[src/verilog/sfdb_pkg.sv]
// ==========================================================
// register map and field layout
package sfdb_pkg;
  localparam logic [7:0] ADDR_MODE = 8'h00;
  localparam logic [7:0] ADDR_CTRL = 8'h01;
  localparam logic [7:0] ADDR_IRQ_EN = 8'h02;
  localparam logic [7:0] ADDR_FLAGS = 8'h03;
  localparam logic [7:0] ADDR_DATA = 8'h04;

  // mode register
  localparam int MODE_MASTER_BIT = 5;
  // control register
  localparam int CTRL_BUF_EN_BIT = 7;
  localparam int CTRL_SEL_DIS_BIT = 2;
  // interrupt enable register
  localparam int EN_RXC_BIT = 7;
  localparam int EN_TXC_BIT = 6;
  localparam int EN_DRE_BIT = 5;
  localparam int EN_SEL_BIT = 4;
  localparam int EN_GEN_BIT = 0;
  // flag register, normal view
  localparam int FLG_GENERAL_BIT = 7;
  localparam int FLG_WCOL_BIT = 6;
  // flag register, buffered view
  localparam int FLG_RXC_BIT = 7;
  localparam int FLG_TXC_BIT = 6;
  localparam int FLG_DRE_BIT = 5;
  localparam int FLG_SEL_BIT = 4;
  localparam int FLG_OVR_BIT = 0;

  localparam logic [7:0] REG_RESET = 8'h00;
  localparam logic [7:0] READ_UNMAPPED = 8'h00;
  localparam logic [3:0] BITS_PER_BYTE = 4'h8;
  localparam logic [1:0] RX_DEPTH = 2'h2;
  localparam int SYNC_STAGES = 2;
  localparam int PIN_COUNT = 3;
  localparam int PIN_SCK = 0;
  localparam int PIN_MOSI = 1;
  localparam int PIN_SS_N = 2;
endpackage

[src/verilog/sfdb_top.sv]
`timescale 1ns/1ns
module sfdb_top (
  input wire logic clk,
  input wire logic reset_n,
  input wire logic [7:0] reg_addr,
  input wire logic [7:0] reg_wdata,
  input wire logic reg_wr,
  input wire logic reg_rd,
  output logic [7:0] reg_rdata,
  input wire logic irq_ack,
  input wire logic sck,
  input wire logic mosi,
  input wire logic ss_n,
  output logic miso,
  output logic miso_oe_n,
  output logic master_role,
  output logic irq
);
  // ==========================================================
  // pin synchronisers
  logic [sfdb_pkg::PIN_COUNT-1:0] pin_raw;
  logic [sfdb_pkg::PIN_COUNT-1:0] pin_s;
  assign pin_raw = {ss_n, mosi, sck};
  // select resets to its idle high level, so no false frame follows reset
  for (genvar gi = 0; gi < sfdb_pkg::PIN_COUNT; gi = gi + 1) begin : g_sync
    logic [sfdb_pkg::SYNC_STAGES-1:0] stage_q;
    always_ff @(posedge clk or negedge reset_n) begin
      if (!reset_n) begin
        stage_q <= {sfdb_pkg::SYNC_STAGES{gi == sfdb_pkg::PIN_SS_N}};
      end else begin
        stage_q <= {stage_q[0], pin_raw[gi]};
      end
    end
    assign pin_s[gi] = stage_q[1];
  end
  logic sck_s;
  logic mosi_s;
  logic ss_n_s;
  logic sck_prev_q;
  assign sck_s = pin_s[sfdb_pkg::PIN_SCK];
  assign mosi_s = pin_s[sfdb_pkg::PIN_MOSI];
  assign ss_n_s = pin_s[sfdb_pkg::PIN_SS_N];
  always_ff @(posedge clk or negedge reset_n) begin
    if (!reset_n) begin
      sck_prev_q <= 1'b0;
    end else begin
      sck_prev_q <= sck_s;
    end
  end
  // ==========================================================
  // register decode
  logic wr_mode, wr_ctrl, wr_en, wr_flags, wr_data, rd_flags, rd_data;
  assign wr_mode = reg_wr && (reg_addr == sfdb_pkg::ADDR_MODE);
  assign wr_ctrl = reg_wr && (reg_addr == sfdb_pkg::ADDR_CTRL);
  assign wr_en = reg_wr && (reg_addr == sfdb_pkg::ADDR_IRQ_EN);
  assign wr_flags = reg_wr && (reg_addr == sfdb_pkg::ADDR_FLAGS);
  assign wr_data = reg_wr && (reg_addr == sfdb_pkg::ADDR_DATA);
  assign rd_flags = reg_rd && (reg_addr == sfdb_pkg::ADDR_FLAGS);
  assign rd_data = reg_rd && (reg_addr == sfdb_pkg::ADDR_DATA);
  logic master_q;
  logic buf_en_q;
  logic sel_dis_q;
  logic [7:0] irq_en_q;
  // ==========================================================
  // shift engine (mode 0, msb first, external sck)
  logic [7:0] shift_q;
  logic [3:0] bit_cnt_q;
  logic shift_full_q;
  logic frame_active;
  logic sck_rise;
  logic sck_fall;
  logic byte_done;
  logic byte_start;
  logic load_norm;
  logic load_buf;
  logic load;
  logic [7:0] load_val;
  logic [7:0] tx_buf_q;
  logic tx_full_q;
  // master role still takes sck from the pin: the divider lives outside
  assign frame_active = master_q || !ss_n_s;
  assign sck_rise = frame_active && sck_s && !sck_prev_q;
  assign sck_fall = frame_active && !sck_s && sck_prev_q;
  assign byte_done = sck_rise && (bit_cnt_q == sfdb_pkg::BITS_PER_BYTE - 4'h1);
  assign byte_start = sck_rise && (bit_cnt_q == 4'h0);
  // a load on the same cycle as a first edge would corrupt bit 7, so a buffered load waits and a direct write is lost
  // write starts transmission
  assign load_norm = wr_data && !buf_en_q && (bit_cnt_q == 4'h0) && !sck_rise;
  assign load_buf = buf_en_q && tx_full_q && !shift_full_q && (bit_cnt_q == 4'h0)
                    && !sck_rise;
  assign load = load_norm || load_buf;
  assign load_val = load_norm ? reg_wdata : tx_buf_q;
  always_ff @(posedge clk or negedge reset_n) begin
    if (!reset_n) begin
      shift_q <= sfdb_pkg::REG_RESET;
      bit_cnt_q <= 4'h0;
    end else if (sck_rise) begin
      shift_q <= {shift_q[6:0], mosi_s};
      bit_cnt_q <= byte_done ? 4'h0 : bit_cnt_q + 4'h1;
    end else if (load) begin
      shift_q <= load_val;
    end
  end
  always_ff @(posedge clk or negedge reset_n) begin
    if (!reset_n) begin
      shift_full_q <= 1'b0;
    end else if (load_buf) begin
      shift_full_q <= 1'b1;
    end else if (byte_done) begin
      shift_full_q <= 1'b0;
    end
  end
  always_ff @(posedge clk or negedge reset_n) begin
    if (!reset_n) begin
      miso <= 1'b0;
      miso_oe_n <= 1'b1;
    end else begin
      miso_oe_n <= !frame_active;
      if (load) begin
        miso <= load_val[7];
      end else if (sck_fall) begin
        miso <= shift_q[7];
      end
    end
  end
  // ==========================================================
  // transmit buffer
  always_ff @(posedge clk or negedge reset_n) begin
    if (!reset_n) begin
      tx_buf_q <= sfdb_pkg::REG_RESET;
      tx_full_q <= 1'b0;
    end else if (wr_data && buf_en_q) begin
      tx_buf_q <= reg_wdata;
      tx_full_q <= 1'b1;
    end else if (load_buf) begin
      tx_full_q <= 1'b0;
    end
  end
  // ==========================================================
  // receive buffer: entry2 is the oldest byte, the one software reads
  logic [7:0] rx_first_q;
  logic [7:0] rx_second_q;
  logic [1:0] rx_count_q;
  logic pop;
  logic overrun;
  assign pop = rd_data && buf_en_q && (rx_count_q != 2'h0);
  assign overrun = byte_done && buf_en_q && (rx_count_q == sfdb_pkg::RX_DEPTH) && !pop;
  always_ff @(posedge clk or negedge reset_n) begin
    if (!reset_n) begin
      rx_first_q <= sfdb_pkg::REG_RESET;
      rx_second_q <= sfdb_pkg::REG_RESET;
      rx_count_q <= 2'h0;
    end else if (!buf_en_q) begin
      rx_count_q <= 2'h0;
      if (byte_done) begin
        rx_second_q <= {shift_q[6:0], mosi_s};
      end
    end else if (pop && byte_done) begin
      if (rx_count_q == 2'h1) begin
        rx_second_q <= {shift_q[6:0], mosi_s};
      end else begin
        rx_second_q <= rx_first_q;
        rx_first_q <= {shift_q[6:0], mosi_s};
      end
    end else if (pop) begin
      rx_second_q <= rx_first_q;
      rx_count_q <= rx_count_q - 2'h1;
    end else if (byte_done) begin
      if (rx_count_q == 2'h0) begin
        rx_second_q <= {shift_q[6:0], mosi_s};
        rx_count_q <= 2'h1;
      end else if (rx_count_q == 2'h1) begin
        rx_first_q <= {shift_q[6:0], mosi_s};
        rx_count_q <= sfdb_pkg::RX_DEPTH;
      end
    end
  end
  // ==========================================================
  // configuration registers
  logic sel_trigger;
  // select low in master, unless disabled
  assign sel_trigger = master_q && !ss_n_s && !sel_dis_q;
  always_ff @(posedge clk or negedge reset_n) begin
    if (!reset_n) begin
      master_q <= 1'b0;
    end else if (sel_trigger) begin
      master_q <= 1'b0;
    end else if (wr_mode) begin
      master_q <= reg_wdata[sfdb_pkg::MODE_MASTER_BIT];
    end
  end
  always_ff @(posedge clk or negedge reset_n) begin
    if (!reset_n) begin
      buf_en_q <= 1'b0;
      sel_dis_q <= 1'b0;
      irq_en_q <= sfdb_pkg::REG_RESET;
    end else begin
      if (wr_ctrl) begin
        buf_en_q <= reg_wdata[sfdb_pkg::CTRL_BUF_EN_BIT];
        sel_dis_q <= reg_wdata[sfdb_pkg::CTRL_SEL_DIS_BIT];
      end
      if (wr_en) begin
        irq_en_q <= reg_wdata;
      end
    end
  end
  // ==========================================================
  // normal-view flags
  logic gen_flag_q;
  logic wcol_flag_q;
  logic gen_armed_q;
  logic wcol_armed_q;
  logic data_access;
  logic gen_set;
  logic wcol_set;
  assign data_access = rd_data || wr_data;
  // byte complete; select low in master
  assign gen_set = !buf_en_q && (byte_done || sel_trigger);
  assign wcol_set = wr_data && !buf_en_q && (bit_cnt_q != 4'h0 || sck_rise);
  // set wins over any clear in the same cycle
  always_ff @(posedge clk or negedge reset_n) begin
    if (!reset_n) begin
      gen_flag_q <= 1'b0;
      gen_armed_q <= 1'b0;
    end else if (gen_set) begin
      gen_flag_q <= 1'b1;
      gen_armed_q <= 1'b0;
    end else if (irq_ack || (data_access && gen_armed_q)) begin
      gen_flag_q <= 1'b0;
      gen_armed_q <= 1'b0;
    end else if (rd_flags) begin
      gen_armed_q <= gen_flag_q;
    end
  end
  always_ff @(posedge clk or negedge reset_n) begin
    if (!reset_n) begin
      wcol_flag_q <= 1'b0;
      wcol_armed_q <= 1'b0;
    end else if (wcol_set) begin
      wcol_flag_q <= 1'b1;
      wcol_armed_q <= 1'b0;
    end else if (data_access && wcol_armed_q) begin
      wcol_flag_q <= 1'b0;
      wcol_armed_q <= 1'b0;
    end else if (rd_flags) begin
      wcol_armed_q <= wcol_flag_q;
    end
  end
  // ==========================================================
  // buffered-view flags
  logic rxc_q;
  logic txc_q;
  logic sel_q;
  logic ovr_q;
  logic ovr_pend_q;
  logic dre;
  logic w1c_rxc;
  logic w1c_txc;
  logic w1c_sel;
  assign w1c_rxc = wr_flags && buf_en_q && reg_wdata[sfdb_pkg::FLG_RXC_BIT];
  assign w1c_txc = wr_flags && buf_en_q && reg_wdata[sfdb_pkg::FLG_TXC_BIT];
  assign w1c_sel = wr_flags && buf_en_q && reg_wdata[sfdb_pkg::FLG_SEL_BIT];
  // empty when no byte waits; write fills it
  assign dre = !tx_full_q;
  always_ff @(posedge clk or negedge reset_n) begin
    if (!reset_n) begin
      rxc_q <= 1'b0;
    end else if (buf_en_q && byte_done) begin
      rxc_q <= 1'b1;
    end else if (w1c_rxc || (pop && rx_count_q == 2'h1) || !buf_en_q) begin
      // write one clears; reading empties the buffer
      rxc_q <= 1'b0;
    end
  end
  always_ff @(posedge clk or negedge reset_n) begin
    if (!reset_n) begin
      txc_q <= 1'b0;
    end else if (buf_en_q && byte_done && !tx_full_q && !wr_data) begin
      txc_q <= 1'b1;
    end else if (w1c_txc) begin
      txc_q <= 1'b0;
    end
  end
  always_ff @(posedge clk or negedge reset_n) begin
    if (!reset_n) begin
      sel_q <= 1'b0;
    end else if (buf_en_q && sel_trigger) begin
      sel_q <= 1'b1;
    end else if (w1c_sel) begin
      sel_q <= 1'b0;
    end
  end
  // writes to the overrun position are ignored; software writes zero there
  always_ff @(posedge clk or negedge reset_n) begin
    if (!reset_n) begin
      ovr_q <= 1'b0;
      ovr_pend_q <= 1'b0;
    end else if (overrun && tx_full_q) begin
      ovr_q <= 1'b1;
    end else if (overrun) begin
      ovr_pend_q <= 1'b1;
    end else if (ovr_pend_q && byte_start) begin
      ovr_q <= 1'b1;
      ovr_pend_q <= 1'b0;
    end else if (pop) begin
      ovr_q <= 1'b0;
      ovr_pend_q <= 1'b0;
    end
  end
  // ==========================================================
  // read data
  logic [7:0] flags_view;
  always_comb begin
    flags_view = sfdb_pkg::REG_RESET;
    if (buf_en_q) begin
      flags_view[sfdb_pkg::FLG_RXC_BIT] = rxc_q;
      flags_view[sfdb_pkg::FLG_TXC_BIT] = txc_q;
      flags_view[sfdb_pkg::FLG_DRE_BIT] = dre;
      flags_view[sfdb_pkg::FLG_SEL_BIT] = sel_q;
      flags_view[sfdb_pkg::FLG_OVR_BIT] = ovr_q;
    end else begin
      flags_view[sfdb_pkg::FLG_GENERAL_BIT] = gen_flag_q;
      flags_view[sfdb_pkg::FLG_WCOL_BIT] = wcol_flag_q;
    end
  end
  always_ff @(posedge clk or negedge reset_n) begin
    if (!reset_n) begin
      reg_rdata <= sfdb_pkg::REG_RESET;
    end else if (reg_rd) begin
      case (reg_addr)
        sfdb_pkg::ADDR_MODE: reg_rdata <= 8'(master_q) << sfdb_pkg::MODE_MASTER_BIT;
        sfdb_pkg::ADDR_CTRL: reg_rdata <= (8'(buf_en_q) << sfdb_pkg::CTRL_BUF_EN_BIT)
                                          | (8'(sel_dis_q) << sfdb_pkg::CTRL_SEL_DIS_BIT);
        sfdb_pkg::ADDR_IRQ_EN: reg_rdata <= irq_en_q;
        sfdb_pkg::ADDR_FLAGS: reg_rdata <= flags_view;
        sfdb_pkg::ADDR_DATA: reg_rdata <= rx_second_q;
        default: reg_rdata <= sfdb_pkg::READ_UNMAPPED;
      endcase
    end
  end
  // ==========================================================
  // interrupt request and role output
  always_ff @(posedge clk or negedge reset_n) begin
    if (!reset_n) begin
      irq <= 1'b0;
      master_role <= 1'b0;
    end else begin
      master_role <= master_q;
      if (buf_en_q) begin
        irq <= (irq_en_q[sfdb_pkg::EN_RXC_BIT] && rxc_q)
               || (irq_en_q[sfdb_pkg::EN_TXC_BIT] && txc_q)
               || (irq_en_q[sfdb_pkg::EN_DRE_BIT] && dre)
               || (irq_en_q[sfdb_pkg::EN_SEL_BIT] && sel_q);
      end else begin
        irq <= irq_en_q[sfdb_pkg::EN_GEN_BIT] && gen_flag_q;
      end
    end
  end
endmodule

[config.mk]
export PLATFORM = sky130hd
export DESIGN_NAME = sfdb_top
export DESIGN_NICKNAME = d
export VERILOG_FILES = /design/src/verilog/sfdb_pkg.sv /design/src/verilog/sfdb_top.sv
export SDC_FILE = /design/constraint.sdc
export NUM_CORES = 1
export LEC_CHECK = 0
export ABC_AREA = 1
export BUFFER_PORTS_ARGS = -buffer_cell sky130_fd_sc_hd__buf_2
export CAP_MARGIN = 20
export CORE_AREA = 2 2 71 141
export CTS_BUF_LIST = sky130_fd_sc_hd__clkbuf_8 sky130_fd_sc_hd__clkbuf_16
export CTS_CLUSTER_DIAMETER = 30
export CTS_CLUSTER_SIZE = 24
export DETAILED_ROUTE_END_ITERATION = 16
export DIE_AREA = 0 0 73 143
export MAX_ROUTING_LAYER = met4
export PLACE_DENSITY = 0.63
export SETUP_SLACK_MARGIN = 0.4
export SLEW_MARGIN = 0
export SYNTH_ARGS = -nofsm -noshare
export SYNTH_HDL_FRONTEND = slang
export SYNTH_SLANG_ARGS = --single-unit
[constraint.sdc]
create_clock -name clk -period 2.2 [get_ports clk]
set_clock_uncertainty 0.05 [all_clocks]
set_input_delay 0.44 -clock clk [delete_from_list [all_inputs] [get_ports clk]]
set_output_delay 0.44 -clock clk [all_outputs]
set_load 0.005 [all_outputs]
# Word-level counts from Yosys, hierarchy flattened
# Cells that the tools add are included.
[op_classes]
n_addsub = 2
eq_ne = 15
muxes = 57
bitwise_logic = 2
reduce_logical = 97
[op_table]
columns = ["op", "count"]
rows = [
  ["8-bit 2-to-1 mux", 15],
  ["1-bit logical AND", 48],
  ["8-bit one-hot mux with 5 select lines", 1],
  ["1-bit 2-to-1 mux", 32],
  ["2-bit nonzero test", 13],
  ["8-bit by 2-bit == test with 1-bit output (second input constant)", 2],
  ["2-bit 2-to-1 mux", 8],
  ["3-bit nonzero test", 5],
  ["1-bit logical NOT", 11],
  ["1-bit logical OR", 11],
  ["8-bit by 1-bit == test with 1-bit output (second input constant)", 1],
  ["8-bit by 3-bit == test with 1-bit output (second input constant)", 1],
  ["8-bit logical NOT", 1],
  ["4-bit by 1-bit inequality test with 1-bit output (second input constant)", 2],
  ["8-bit by 3-bit bitwise OR with 8-bit output", 1],
  ["2-bit inequality test (second input constant)", 3],
  ["3-bit AND reduction", 2],
  ["5-bit AND reduction", 1],
  ["4-bit by 1-bit adder with 4-bit output (second input constant)", 1],
  ["4-bit by 3-bit == test with 1-bit output (second input constant)", 1],
  ["4-bit logical NOT", 1],
  ["4-bit 2-to-1 mux", 1],
  ["2-bit by 1-bit inequality test with 1-bit output (second input constant)", 2],
  ["2-bit AND reduction", 2],
  ["other kinds (7)", 7],
]
[totals]
reg_bits = 79
inputBits = 24
out_inout_bits = 12
word_cells = 203

# Longest topological paths before layout
# Gate-level depths: netlist of the first run.
[depth]
ltp_word = 11
ltp_mapped = 13
depth_no_buf = 12

# Worst setup path before layout of the first run
# OpenSTA, ideal clock, no wires.
[synth_timing]
path_type = "register to register"
startpoint = "register rx_count_q[0]"
endpoint = "register rx_second_q[0]"
setup_ns = 0.113
t_arrival_ns = 1.448
required_time_ns = 2.037
path_slack_ns = 0.589
stages_incl_launch_ff = 10
path_buffers = 0
synth_period_minus_slack_ns = 1.611
cell_sequence = "dfrtp_1 inv_1 ha_1 nor2_4 inv_2 nand2_2 nand2_1 or2_2 nand2_1 inv_1"
[synth_via]
elab_chain_len = 5
word_cells_on_any_way = 12
cone_classes = "eq/ne: 2; mux: 4; reduce/logical: 6"
[synth_lines]
columns = ["element", "line_no", "text"]
rows = [
  ["start: declaration", "sfdb_top.sv:143", "logic [1:0] rx_count_q;"],
  ["start signal: assignment", "sfdb_top.sv:167", "rx_count_q <= rx_count_q - 2'h1;"],
  ["start signal: assignment", "sfdb_top.sv:174", "rx_count_q <= sfdb_pkg::RX_DEPTH;"],
  ["2-bit nonzero test", "sfdb_top.sv:146", "assign pop = rd_data && buf_en_q && (rx_count_q != 2'h0);"],
  ["1-bit logical AND", "sfdb_top.sv:146", ""],
  ["1-bit logical AND or 8-bit 2-to-1 mux (tied branches)", "sfdb_top.sv:158, sfdb_top.sv:165", ""],
  ["4-bit by 1-bit inequality test with 1-bit output (no source line), or another cell as far along", "-", ""],
  ["3-bit AND reduction (no source line) or 8-bit 2-to-1 mux (tied branches)", "-", ""],
  ["end signal: assignment", "sfdb_top.sv:151", "rx_second_q <= sfdb_pkg::REG_RESET;"],
  ["end signal: assignment", "sfdb_top.sv:160", "rx_second_q <= {shift_q[6:0], mosi_s};"],
  ["end signal: assignment", "sfdb_top.sv:162", "rx_second_q <= rx_first_q;"],
  ["end: declaration", "sfdb_top.sv:142", "logic [7:0] rx_second_q;"],
]
# Parallel ways exist; a longest one is shown, timed or not.
# A chain may end at the register's enable or synchronous reset.

# Final worst setup path of the first run
[layout_timing]
startpoint = "register bit_cnt_q[1]"
endpoint = "register rx_first_q[1]"
[layout_via]
elab_chain_len = 5
word_cells_on_any_way = 9
cone_classes = "eq/ne: 4; mux: 1; reduce/logical: 4"
[layout_lines]
columns = ["element", "line_no", "text"]
rows = [
  ["start: declaration", "sfdb_top.sv:67", "logic [3:0] bit_cnt_q;"],
  ["start signal: assignment", "sfdb_top.sv:99", "bit_cnt_q <= byte_done ? 4'h0 : bit_cnt_q + 4'h1;"],
  ["4-bit by 3-bit == test with 1-bit output (*)", "sfdb_top.sv:84", "assign byte_done = sck_rise && (bit_cnt_q == sfdb_pkg::BITS_PER_BYTE - 4'h1);"],
  ["1-bit logical AND (*)", "sfdb_top.sv:84", ""],
  ["1-bit logical AND", "sfdb_top.sv:158", "end else if (pop && byte_done) begin"],
  ["2-bit inequality test (no source line), or another cell as far along", "-", ""],
  ["5-bit AND reduction (no source line)", "-", ""],
  ["end signal: assignment", "sfdb_top.sv:150", "rx_first_q <= sfdb_pkg::REG_RESET;"],
  ["end signal: assignment", "sfdb_top.sv:163", "rx_first_q <= {shift_q[6:0], mosi_s};"],
  ["end signal: assignment", "sfdb_top.sv:173", "rx_first_q <= {shift_q[6:0], mosi_s};"],
  ["end: declaration", "sfdb_top.sv:141", "logic [7:0] rx_first_q;"],
]
# Mark *: on every way between the ends. The rest lies on a longest branch, timed or not.

==> results of run 1 <==
layer usage:
| metal | vias to the layer above | part of all wire |
|---|---|---|
| met5 | - | 0 |
| met4 | 0 | 0.054 |
| met3 | 34 | 0.031 |
| met2 | 104 | 0.54 |
| met1 | 1727 | 0.38 |
| li1 | 1782 | - |
sequential cells by signal, indices dropped and copies added, names as in the netlist, 2 cells and up:
name and count:
tx_buf_q 8, irq_en_q 8, rx_second_q 8, rx_first_q 8, bit_cnt_q 4, shift_q 8, g_sync.stage_q 6, reg_rdata 8
rx_count_q 2
path summary, 6_finish.rpt:
path,start,to,slack (ns),cells past startpoint
setup / recovery,bit_cnt_q[1],rx_first_q[1],0.49,8
max in group asynchronous,reset_n,rx_first_q[7],1.02,3
min in group asynchronous,reset_n,master_role,0.45,2
hold reg to reg,g_sync[0].stage_q[0],g_sync[0].stage_q[1],0.30,0
hold / removal,ss_n,g_sync[2].stage_q[0],0.14,1
setup reg to reg,bit_cnt_q[1],rx_first_q[1],0.49,8
Yosys cell counts, types with 2 or more instances:
cell type and n:
sky130_fd_sc_hd__nor3_1 5, sky130_fd_sc_hd__nand2_2 6, sky130_fd_sc_hd__clkbuf_1 4, sky130_fd_sc_hd__nand2_4 3, sky130_fd_sc_hd__o21ai_0 48, sky130_fd_sc_hd__ha_1 5
sky130_fd_sc_hd__dfstp_2 3, sky130_fd_sc_hd__nor2_1 23, sky130_fd_sc_hd__nand2_1 185, sky130_fd_sc_hd__inv_1 66, sky130_fd_sc_hd__inv_2 8, sky130_fd_sc_hd__dfrtp_1 76
sky130_fd_sc_hd__nor2_2 2, sky130_fd_sc_hd__nand4_1 5, sky130_fd_sc_hd__o21ai_1 2, sky130_fd_sc_hd__nor2_4 7, sky130_fd_sc_hd__buf_2 5, sky130_fd_sc_hd__o211ai_1 5
sky130_fd_sc_hd__or2_2 3, sky130_fd_sc_hd__a21oi_1 10, sky130_fd_sc_hd__o22ai_1 2, sky130_fd_sc_hd__nand3_1 45
worst max-delay path: stages (launching register included):
cell	delay, ns
sky130_fd_sc_hd__dfrtp_1	0.38
sky130_fd_sc_hd__ha_1	0.21
sky130_fd_sc_hd__nand3_2	0.16
sky130_fd_sc_hd__nor2_8	0.23
sky130_fd_sc_hd__buf_4	0.18
sky130_fd_sc_hd__nand3_4	0.15
sky130_fd_sc_hd__inv_4	0.14
sky130_fd_sc_hd__nand3_1	0.08
sky130_fd_sc_hd__nand2_1	0.07
where the power goes:
| group | internal [mW] | switching (mW) |
|---|---|---|
| clock network | 0.880 | 0.620 |
| registers | 1.64 | 0.137 |
| logic | 0.230 | 0.377 |
cell families after synthesis:
| logic type | Yosys count |
|---|---|
| flip-flops | 79 |
| adder cells (fa/ha/maj) | 5 |
| AO/OA/AOI/OAI | 73 |
| AND/OR/NAND/NOR | 289 |
| buffers and inverters | 86 |
| XOR/XNOR | 1 |
layout make-up:
cell class | count | share of cell area
sequential | 79 | 0.409
multi-input combinational | 368 | 0.379
timing repair buffer | 50 | 0.0630
inverter | 75 | 0.0602
clock buffer | 9 | 0.0465
tap | 104 | 0.0269
clock inverter | 7 | 0.0150
repair_timing:
item / in CTS / in global routing
hold buffers: 1 / 0
setup buffers: 3 / 6
gates resized for setup: 1 / 15
endpoints found under the setup margin: 11 / 28
endpoints found under the hold margin: 12 / 0
pin swaps: 2 / 4
==> reports/qor.log, run 1 <==
[clocking] TritonCTS Sinks 79
[layout] multi-input combinational cell area 0.00184 mm^2
[logic_synthesis] Simple-Gate Fraction of Synth Area 0.318
[layout] final-layout fill cell count 914
[layout] Final Cell Area 0.00484 mm^2
[clocking] clock transition at the register clock pins on the worst setup and hold paths after CTS 0.07 ns
[clocking] Inserted Clock Buffers 9
[critical_path] signal arrival time at the worst endpoint 1.94 ns
[grt] first-pass GRT wire length 17,200 um
[layout] area grow syn2layout 17.7%
[logic_synthesis] fraction of registers with async set/reset 1.00
[detailed_routing] via count of the routed design 3,647
[placed_design] worst setup slack after placement 0.213 ns
[placed_design] count of placed standard cells including taps 666
[detailed_routing] vias per cell 5.27
[timing] final setup margin 0.489 ns
[die] placement row count 50
[layout] commonest non-fill, non-tap cell in the layout sky130_fd_sc_hd__nand2_1
[grt] global-route track usage on met1 0.235
[placed_design] Detailed Place HPWL 7980 um
[detailed_routing] Wirelength per Cell 15.6 um
[logic_synthesis] Post-Synth Adder-Cell Area 0.0152
[placed_design] input/output buffers 35
[timing] worst slack on hold paths 0.139 ns
[clocking] clock latency on the worst-skew pair 0.34 ns
[layout] Non-Filler Instances 692
[logic_synthesis] cell type with the largest total area after synthesis sky130_fd_sc_hd__dfrtp_1
[grt] Most Crowded Layer GR met2
[logic_synthesis] Cells after Synth 533
[grt] met3 track demand over resource 0.0339
[logic_synthesis] Warnings, synthesis 0
[timing] RSZ-0062 raised after global routing true
[critical_path] maximum fanout along the worst path 9
[die] Chip Height 143 um
[detailed_routing] Residual DRC 0
[timing] Final setup violation count 0
[timing] slew of the pin with the lowest slew margin 0.515 ns
[logic_synthesis] #FFs+latches synth 79
[critical_path] Worst Path Required 2.43 ns
[logic_synthesis] Yosys top cell area share 0.462
[timing] Setup Total Neg Slack 0 ns
[logic_synthesis] top flip-flop cell by instance count after synthesis sky130_fd_sc_hd__dfrtp_1
[timing] remaining max-slew budget at the tightest pin 0.653
[logic_synthesis] Avg Inst Size Synth 7.72 um^2
[detailed_routing] DRC marker count from the first detailed-route iteration 267
[job] count of max-cap constraint violations 0
[clocking] clk buf depth 2
[layout] flip-flop and latch area 0.00198 mm^2
[logic_synthesis] Post-Synthesis Cell Area 0.00412 mm^2
[logic_synthesis] Post-Syn Nets 562
[grt] leftover overflow at the end of global routing 0
[pwr] Tot Pwr 3.88 mW
[timing] number of failing hold endpoints at the final stage 0
[layout] Antenna Diode Count 0
[logic_synthesis] compound-cell area share of the yosys netlist 0.0961
[logic_synthesis] Synth cell types 37
[timing] minimum period implied by the final worst setup slack 1.71 ns
[layout] Layout Nets 612
[critical_path] CP Class reg -> reg
[die] io pins 36
[grt] number of antenna violations at the first check in global routing 0
[grt] GR Util All Layers 0.225
[logic_synthesis] dominant combinational cell family by area after synthesis simple AND/OR/NAND/NOR gates
[run_status] status finished clean
[die] floorplan die area 0.0104 mm^2
[logic_synthesis] multiplexer share of the synthesized area 0
[die] CORE AREA 0.00932 mm^2
[grt] met2 Use GR 0.390
[die] Chip Width 73 um
[placed_design] instance area at placement 0.00440 mm^2
[placed_design] routability-driven placement congestion ratio 0.897
[detailed_routing] routed wire length 10,800 um
[logic_synthesis] parity-gate share of the synthesized area counting xor and xnor cells 0.00213
[pwr] leakage dissipation 2.59 nW
[pwr] total power divided by cell area 802 mW/mm^2
[clocking] root cell of the clock tree sky130_fd_sc_hd__clkbuf_16
[logic_synthesis] most area-consuming cells after synthesis sky130_fd_sc_hd__dfrtp_1 46%, sky130_fd_sc_hd__nand2_1 17%, sky130_fd_sc_hd__inv_1 6.0%, sky130_fd_sc_hd__o21ai_0 5.8%, sky130_fd_sc_hd__nand3_1 5.5%
[pwr] maximum vdd ir drop 0.000536 V
[die] initial standard-cell utilization of the core 0.441
[layout] share of layout cells above drive strength 1 0.182
[critical_path] launching element type of the critical path flip-flop
[grt] vias in the first global route 3,543
[hold_path] worst min path class in -> reg
[critical_path] CP endpoint kind flip-flop
[timing] Achievable Freq 585 MHz
[logic_synthesis] sequential-to-total area share from yosys stat 0.481
[clocking] clock tree from TritonCTS yes
[timing] final clock period utilization by the worst path 0.778
[detailed_routing] Pre-antenna DRT Iters 5
[grt] pin count of the biggest net entering global routing 65
[timing] fin. max-slew vios 0
[layout] share of the core filled with cells 0.520
[detailed_routing] number of antenna-violating nets in the routed design 0
[layout] most frequent cells in the layout 185 x sky130_fd_sc_hd__nand2_1, 75 x sky130_fd_sc_hd__dfrtp_1, 65 x sky130_fd_sc_hd__inv_1
[clocking] number of H-tree branching levels 3
[logic_synthesis] EDFF count, synth 0
(Power assumes the default switching activity.)
==> run 2: changes to the inputs <==
PLACE_DENSITY = 0.65   (was 0.63)
clock period = 1.43 ns   (was 2.2 ns; I/O delays follow)
==> run 2 against run 1 <==
  * The run now ends with negative setup slack left
  * Flip-flop and latch count did not move
  * Sequential power rose by 54%
  * Core utilization rose by 14 points
  * Global-route usage rose by 4.2 points
  * Clock-buffer cell count did not move
  * Power rose by 68%
  * Non-clock buffer count rose by 81
  * Critical path type unchanged
==> reports/qor.log, run 2 (same netlist as run 1, synthesis figures left out) <==
[run_status] status complete, but fails checks
[run_status] violations in the final reports negative setup slack
[critical_path] maximum fanout along the worst path 7 [-2]
[detailed_routing] Pre-antenna DRT Iters 4 [-1]
[grt] leftover overflow at the end of global routing 0 [unchanged]
[timing] Achievable Freq 613 MHz [+4.9%]
[pwr] total power divided by cell area 1050 mW/mm^2 [+31%]
[critical_path] launching element type of the critical path flip-flop
[clocking] number of H-tree branching levels 3 [unchanged]
[timing] slew of the pin with the lowest slew margin 0.348 ns [-0.168 ns]
[layout] final-layout fill cell count 722 [-21%]
[detailed_routing] routed wire length 13,200 um [+23%]
[critical_path] Critical path origin g_sync[2].stage_q[1]
[die] Chip Height 143 um [unchanged]
[grt] vias in the first global route 4,132 [+17%]
[critical_path] Worst Path Required 1.60 ns [-0.83 ns]
[critical_path] depth of the most critical reg-to-reg path 9 [+1]
[timing] final clock period utilization by the worst path 1.14 [+0.362]
[layout] Non-Filler Instances 775 [+12%]
[clocking] root cell of the clock tree sky130_fd_sc_hd__clkbuf_16
[layout] commonest non-fill, non-tap cell in the layout sky130_fd_sc_hd__nand2_1
[timing] number of failing hold endpoints at the final stage 0 [unchanged]
[detailed_routing] met1 wire length 4590 um [+13%]
[detailed_routing] via count of the routed design 4,072 [+12%]
[layout] share of the core filled with cells 0.665 [+0.145]
[timing] Final setup violation count 32 [+32]
[timing] minimum period implied by the final worst setup slack 1.63 ns [-0.0804 ns]
[critical_path] RR Startpoint g_sync[2].stage_q[1]
[layout] most frequent cells in the layout 150 x sky130_fd_sc_hd__nand2_1, 76 x sky130_fd_sc_hd__dfrtp_1, 67 x sky130_fd_sc_hd__buf_4
[layout] Final Cell Area 0.00619 mm^2 [+28%]
[layout] share of layout cells above drive strength 1 0.423 [+0.241]
[layout] flip-flop and latch area 0.00198 mm^2 [about the same]
[die] initial standard-cell utilization of the core 0.441 [unchanged]
[placed_design] count of placed standard cells including taps 725 [+8.9%]
[timing] remaining max-slew budget at the tightest pin 0.767 [+0.113]
[pwr] Tot Pwr 6.51 mW [+68%]
[clocking] clk buf depth 2 [unchanged]
[clocking] clock latency on the worst-skew pair 0.35 ns [about the same]
[critical_path] CP endpoint kind flip-flop
[die] io pins 36 [unchanged]
[timing] fin. max-slew vios 0 [unchanged]
[detailed_routing] detailed route wirelength on metal3 492 um [+48%]
[critical_path] endpoint of the worst register-to-register path shift_q[6]
[critical_path] end of the critical path shift_q[6]
[critical_path] internal reg-to-reg setup slack -0.20 ns [-0.69 ns]
[placed_design] input/output buffers 35 [unchanged]
[timing] RSZ-0062 raised after global routing true
[layout] multi-input combinational cell area 0.00233 mm^2 [+27%]
[grt] GR Util All Layers 0.267 [+0.0422]
[detailed_routing] Met2 Routed Length 7250 um [+25%]
[timing] worst slack on hold paths 0.185 ns [+0.0456 ns]
[job] count of max-cap constraint violations 0 [unchanged]
[placed_design] routability-driven placement congestion ratio 0.923 [+2.9%]
[detailed_routing] number of antenna-violating nets in the routed design 0 [unchanged]
[detailed_routing] Residual DRC 0 [unchanged]
[detailed_routing] DRC marker count from the first detailed-route iteration 287 [+7.5%]
[timing] final setup margin -0.200 ns [-0.690 ns]
[clocking] clock transition at the register clock pins on the worst setup and hold paths after CTS 0.07 ns [about the same]
[grt] pin count of the biggest net entering global routing 26 [-60%]
[die] Chip Width 73 um [unchanged]
[clocking] Inserted Clock Buffers 9 [unchanged]
[hold_path] worst min path class in -> reg
[detailed_routing] highest metal layer with signal wires met4
[critical_path] CP Class reg -> reg
[die] placement row count 50 [unchanged]
[clocking] clock tree from TritonCTS yes
[placed_design] Detailed Place HPWL 9080 um [+14%]
[layout] Layout Nets 695 [+14%]
[detailed_routing] vias per cell 5.25 [-0.30%]
[detailed_routing] Wirelength per Cell 17.1 um [+9.9%]
[critical_path] signal arrival time at the worst endpoint 1.80 ns [-0.14 ns]
[die] CORE AREA 0.00932 mm^2 [unchanged]
[placed_design] instance area at placement 0.00515 mm^2 [+17%]
[pwr] maximum vdd ir drop 0.00108 V [+100%]
[grt] first-pass GRT wire length 20,200 um [+18%]
[grt] number of antenna violations at the first check in global routing 0 [unchanged]
[layout] Antenna Diode Count 0 [unchanged]
[die] floorplan die area 0.0104 mm^2 [unchanged]
[clocking] TritonCTS Sinks 79 [unchanged]
[pwr] leakage dissipation 3.25 nW [+26%]
[layout] area grow syn2layout 50.5%
run 2: cell types whose count changed in the layout (fill, tap and decap cells not counted), sizes merged:
| cell | before | now |
|---|---|---|
| buf | 49 | 127 |
| clkinv | 3 | 6 |
| dlygate4sd3 | 1 | 4 |
| inv | 76 | 74 |
| nand2 | 194 | 196 |
| clkinvlp | 2 | 1 |
run 2: metrics by stage:
step / setup TNS, ns / setup slack (ns)
after floorplan: -1.23 / -0.0700
after global placement: -8.98 / -0.207
after global routing: -8.55 / -0.322
after detailed placement: -10.74 / -0.259
final: -4.37 / -0.200
after CTS: -4.63 / -0.198
run 2: how the worst min path moves through the flow:
stage / slack (ns) / end / cells after the start / startpoint
3_3_place_gp: 0.19 / g_sync[0].stage_q[0] / 1 / reset_n
3_5_place_dp: 0.20 / g_sync[0].stage_q[0] / 1 / reset_n
6_report: 0.18 / master_q / 3 / reg_wdata[5]
2_1_floorplan: -0.06 / bit_cnt_q[0] / 0 / reset_n
4_1_cts: 0.19 / master_q / 3 / reg_wdata[5]
5_1_grt: 0.19 / master_q / 3 / reg_wdata[5]
run 2: layer usage:
| metal | up-vias | track usage |
|---|---|---|
| li1 | 1961 | - |
| met1 | 1934 | 0.266 |
| met2 | 121 | 0.457 |
| met3 | 56 | 0.0423 |
| met4 | 0 | 0.190 |
| met5 | - | - |
run 2: where the power goes:
| part | total (mW) | internal [mW] | switching [mW] |
|---|---|---|---|
| Clock | 2.31 | 1.35 | 0.952 |
| Combinational | 1.47 | 0.674 | 0.796 |
| Sequential | 2.74 | 2.52 | 0.213 |
| Total | 6.51 | 4.55 | 1.96 |
run 2: cell type report:
class	instances	share of cell area
clock buffers	9	0.0364
clock inverters	7	0.0119
inverters	75	0.0566
multi-input cells	370	0.377
flip-flops and latches	79	0.320
well taps	104	0.0210
repair buffers	131	0.178
run 2: critical path: stages, from the launching register on:
cell,delay [ns]
sky130_fd_sc_hd__dfstp_2,0.56
sky130_fd_sc_hd__inv_2,0.05
sky130_fd_sc_hd__nor2_4,0.11
sky130_fd_sc_hd__nor2_4,0.06
sky130_fd_sc_hd__nor2_4,0.18
sky130_fd_sc_hd__nand4_4,0.17
sky130_fd_sc_hd__nand3_2,0.14
sky130_fd_sc_hd__inv_4,0.06
sky130_fd_sc_hd__nand2_1,0.06
sky130_fd_sc_hd__nand3_1,0.07
run 2: repair_timing:
action                                  4_1_cts  5_1_grt
endpoints found under the setup margin       82       85
buffers inserted                             22        6
endpoints found under the hold margin        25        0
cloned                                        1        1
resized for setup                            62       74
pin swaps                                    26       31
hold buffers                                  4        0
==> run 3: changes to the inputs <==
PLACE_DENSITY = 0.63   (was 0.65)
clock period = 1.9 ns   (was 1.43 ns; I/O delays follow)
==> run 3 against run 2 <==
  * Die area unchanged
  * Routed wire length down 7.4%
  * Cell count down 5.7%
  * Clock-buffer cell count unchanged
  * Clock power down 24%
  * Via count down 3.2%
  * The flow now finishes without violations
==> reports/qor.log, run 3 (same netlist as run 1, synthesis figures left out) <==
[layout] commonest non-fill, non-tap cell in the layout sky130_fd_sc_hd__nand2_1
[clocking] clock latency on the worst-skew pair 0.35 ns [about the same]
[die] initial standard-cell utilization of the core 0.441 [unchanged]
[timing] slew of the pin with the lowest slew margin 0.511 ns [+0.164 ns]
[timing] Final setup violation count 0 [-100%]
[layout] Final Cell Area 0.00568 mm^2 [-8.3%]
[pwr] Tot Pwr 4.79 mW [-26%]
[critical_path] CP endpoint kind flip-flop
[placed_design] routability-driven placement congestion ratio 0.898 [-2.7%]
[timing] Setup Total Neg Slack 0 ns [+4.37 ns]
[layout] Antenna Diode Count 0 [unchanged]
[grt] GR Util All Layers 0.239 [-0.0284]
[die] placement row count 50 [unchanged]
[grt] pin count of the biggest net entering global routing 43 [+65%]
[die] Chip Height 143 um [unchanged]
[clocking] Inserted Clock Buffers 9 [unchanged]
[critical_path] internal reg-to-reg setup slack 0.11 ns [+0.31 ns]
[layout] Layout Nets 651 [-6.3%]
[layout] share of layout cells above drive strength 1 0.364 [-0.0596]
[placed_design] count of placed standard cells including taps 675 [-6.9%]
[die] floorplan die area 0.0104 mm^2 [unchanged]
[timing] number of failing hold endpoints at the final stage 0 [unchanged]
[detailed_routing] Pre-antenna DRT Iters 7 [+3]
[grt] first-pass GRT wire length 18,200 um [-10%]
[hold_path] count of cells along the worst hold path 1 [-2]
[timing] final setup margin 0.114 ns [+0.314 ns]
[timing] final clock period utilization by the worst path 0.940 [-0.200]
[layout] share of the core filled with cells 0.609 [-0.0552]
[clocking] clock tree from TritonCTS yes
[grt] number of antenna violations at the first check in global routing 0 [unchanged]
[layout] most frequent cells in the layout 157 x sky130_fd_sc_hd__nand2_1, 73 x sky130_fd_sc_hd__dfrtp_1, 57 x sky130_fd_sc_hd__inv_1
[timing] RSZ-0062 raised after global routing true
[critical_path] RR Startpoint rx_count_q[0]
[critical_path] endpoint of the worst register-to-register path rx_count_q[0]
[placed_design] worst setup slack after placement 0.0660 ns [+0.325 ns]
[layout] final-layout fill cell count 761 [+5.4%]
[detailed_routing] number of antenna-violating nets in the routed design 0 [unchanged]
[detailed_routing] Wirelength per Cell 16.8 um [-1.8%]
[clocking] number of H-tree branching levels 3 [unchanged]
[layout] area grow syn2layout 38.0%
[pwr] total power divided by cell area 843 mW/mm^2 [-20%]
[detailed_routing] Residual DRC 0 [unchanged]
[layout] Non-Filler Instances 731 [-5.7%]
[job] count of max-cap constraint violations 0 [unchanged]
[detailed_routing] routed wire length 12,300 um [-7.4%]
[placed_design] instance area at placement 0.00452 mm^2 [-12%]
[grt] leftover overflow at the end of global routing 0 [unchanged]
[placed_design] Detailed Place HPWL 8310 um [-8.5%]
[clocking] root cell of the clock tree sky130_fd_sc_hd__clkbuf_16
[detailed_routing] DRC marker count from the first detailed-route iteration 292 [+1.7%]
[clocking] clk buf depth 2 [unchanged]
[critical_path] signal arrival time at the worst endpoint 1.97 ns [+0.17 ns]
[hold_path] hold worst-path end g_sync[2].stage_q[0]
[placed_design] input/output buffers 35 [unchanged]
[clocking] clock transition at the register clock pins on the worst setup and hold paths after CTS 0.06 ns [about the same]
[timing] worst slack on hold paths 0.0763 ns [-0.108 ns]
[hold_path] worst min path class in -> reg
[critical_path] depth of the most critical reg-to-reg path 9 [unchanged]
[timing] minimum period implied by the final worst setup slack 1.79 ns [+0.156 ns]
[clocking] TritonCTS Sinks 79 [unchanged]
[pwr] maximum vdd ir drop 0.000813 V [-25%]
[timing] Achievable Freq 560 MHz [-8.7%]
[critical_path] launching element type of the critical path flip-flop
[grt] vias in the first global route 3,776 [-8.6%]
[timing] fin. max-slew vios 0 [unchanged]
[hold_path] hold path startpoint ss_n
[detailed_routing] via count of the routed design 3,942 [-3.2%]
[detailed_routing] vias per cell 5.39 [+2.6%]
[pwr] leakage dissipation 2.98 nW [-8.3%]
[critical_path] maximum fanout along the worst path 7 [unchanged]
[critical_path] CP Class reg -> reg
[timing] remaining max-slew budget at the tightest pin 0.656 [-0.111]
[die] io pins 36 [unchanged]
[die] CORE AREA 0.00932 mm^2 [unchanged]
[run_status] status finished clean
[critical_path] Worst Path Required 2.09 ns [+0.49 ns]
[die] Chip Width 73 um [unchanged]
-- run 3: cell count changes in the layout (fill, tap and decap cells not counted), moves of 7 or more --
| cell | before | now |
|---|---|---|
| sky130_fd_sc_hd__o21ai_0 | 13 | 29 |
| sky130_fd_sc_hd__buf_6 | 25 | 8 |
| sky130_fd_sc_hd__nand3_2 | 13 | 20 |
| sky130_fd_sc_hd__nand2_2 | 24 | 17 |
| sky130_fd_sc_hd__o21ai_2 | 20 | 9 |
| sky130_fd_sc_hd__nand2_1 | 150 | 157 |
| sky130_fd_sc_hd__o21ai_1 | 17 | 9 |
| sky130_fd_sc_hd__buf_4 | 67 | 38 |
-- run 3: cell type report --
type,count,area (um^2),area share
inverter,75,307,0.0540
timing repair inverter,1,16.3,0.00286
multi-input combinational,370,2280,0.402
sequential,79,1980,0.349
timing repair buffer,86,656,0.115
clock buffer,9,225,0.0396
clock inverter,7,81.3,0.0143
tap,104,130,0.0229
-- run 3: worst max path at each step --
stage                         start            end  slack (ns)  cells after the start
2_1_floorplan           reg_addr[2]  rx_first_q[1]        0.37                     12
3_3_place_gp            reg_addr[2]  rx_first_q[7]        0.11                     12
3_5_place_dp            reg_addr[2]  rx_first_q[6]        0.07                     12
4_1_cts        g_sync[2].stage_q[1]     shift_q[5]        0.21                      9
5_1_grt               rx_count_q[0]  rx_count_q[0]        0.07                      9
6_report              rx_count_q[0]  rx_count_q[0]        0.11                      9
-- run 3: layer usage --
metal	global-route usage	share of wire	vias to the layer above
met4	0.145	0.071	0
met2	0.421	0.54	114
met1	0.241	0.35	1897
li1	-	-	1879
met5	-	0	-
met3	0.0325	0.034	52
-- run 3: report_power, final --
part	leakage (nW)	total [mW]	internal, mW	switching [mW]
logic	1.80	0.929	0.379	0.551
clock network	0.147	1.76	1.03	0.730
registers	1.03	2.10	1.90	0.195
total	2.98	4.79	3.31	1.47
-- run 3: what timing repair did --
item | CTS | global route
pin swaps | 16 | 38
buffers inserted | 18 | 18
endpoints found under the hold margin | 34 | 0
setup endpoints to repair | 32 | 40
resized for setup | 48 | 100
gates cloned | 1 | 2
hold buffers | 1 | 0
-- run 3: worst max-delay path, cell delays in order (launching register included) --
cell and delay (ns):
sky130_fd_sc_hd__dfrtp_1 0.39, sky130_fd_sc_hd__inv_2 0.07, sky130_fd_sc_hd__ha_4 0.17, sky130_fd_sc_hd__nor2_4 0.17, sky130_fd_sc_hd__clkinv_4 0.11, sky130_fd_sc_hd__nor2_4 0.20
sky130_fd_sc_hd__nand2_8 0.14, sky130_fd_sc_hd__buf_4 0.18, sky130_fd_sc_hd__nand4_1 0.11, sky130_fd_sc_hd__nand2_1 0.08
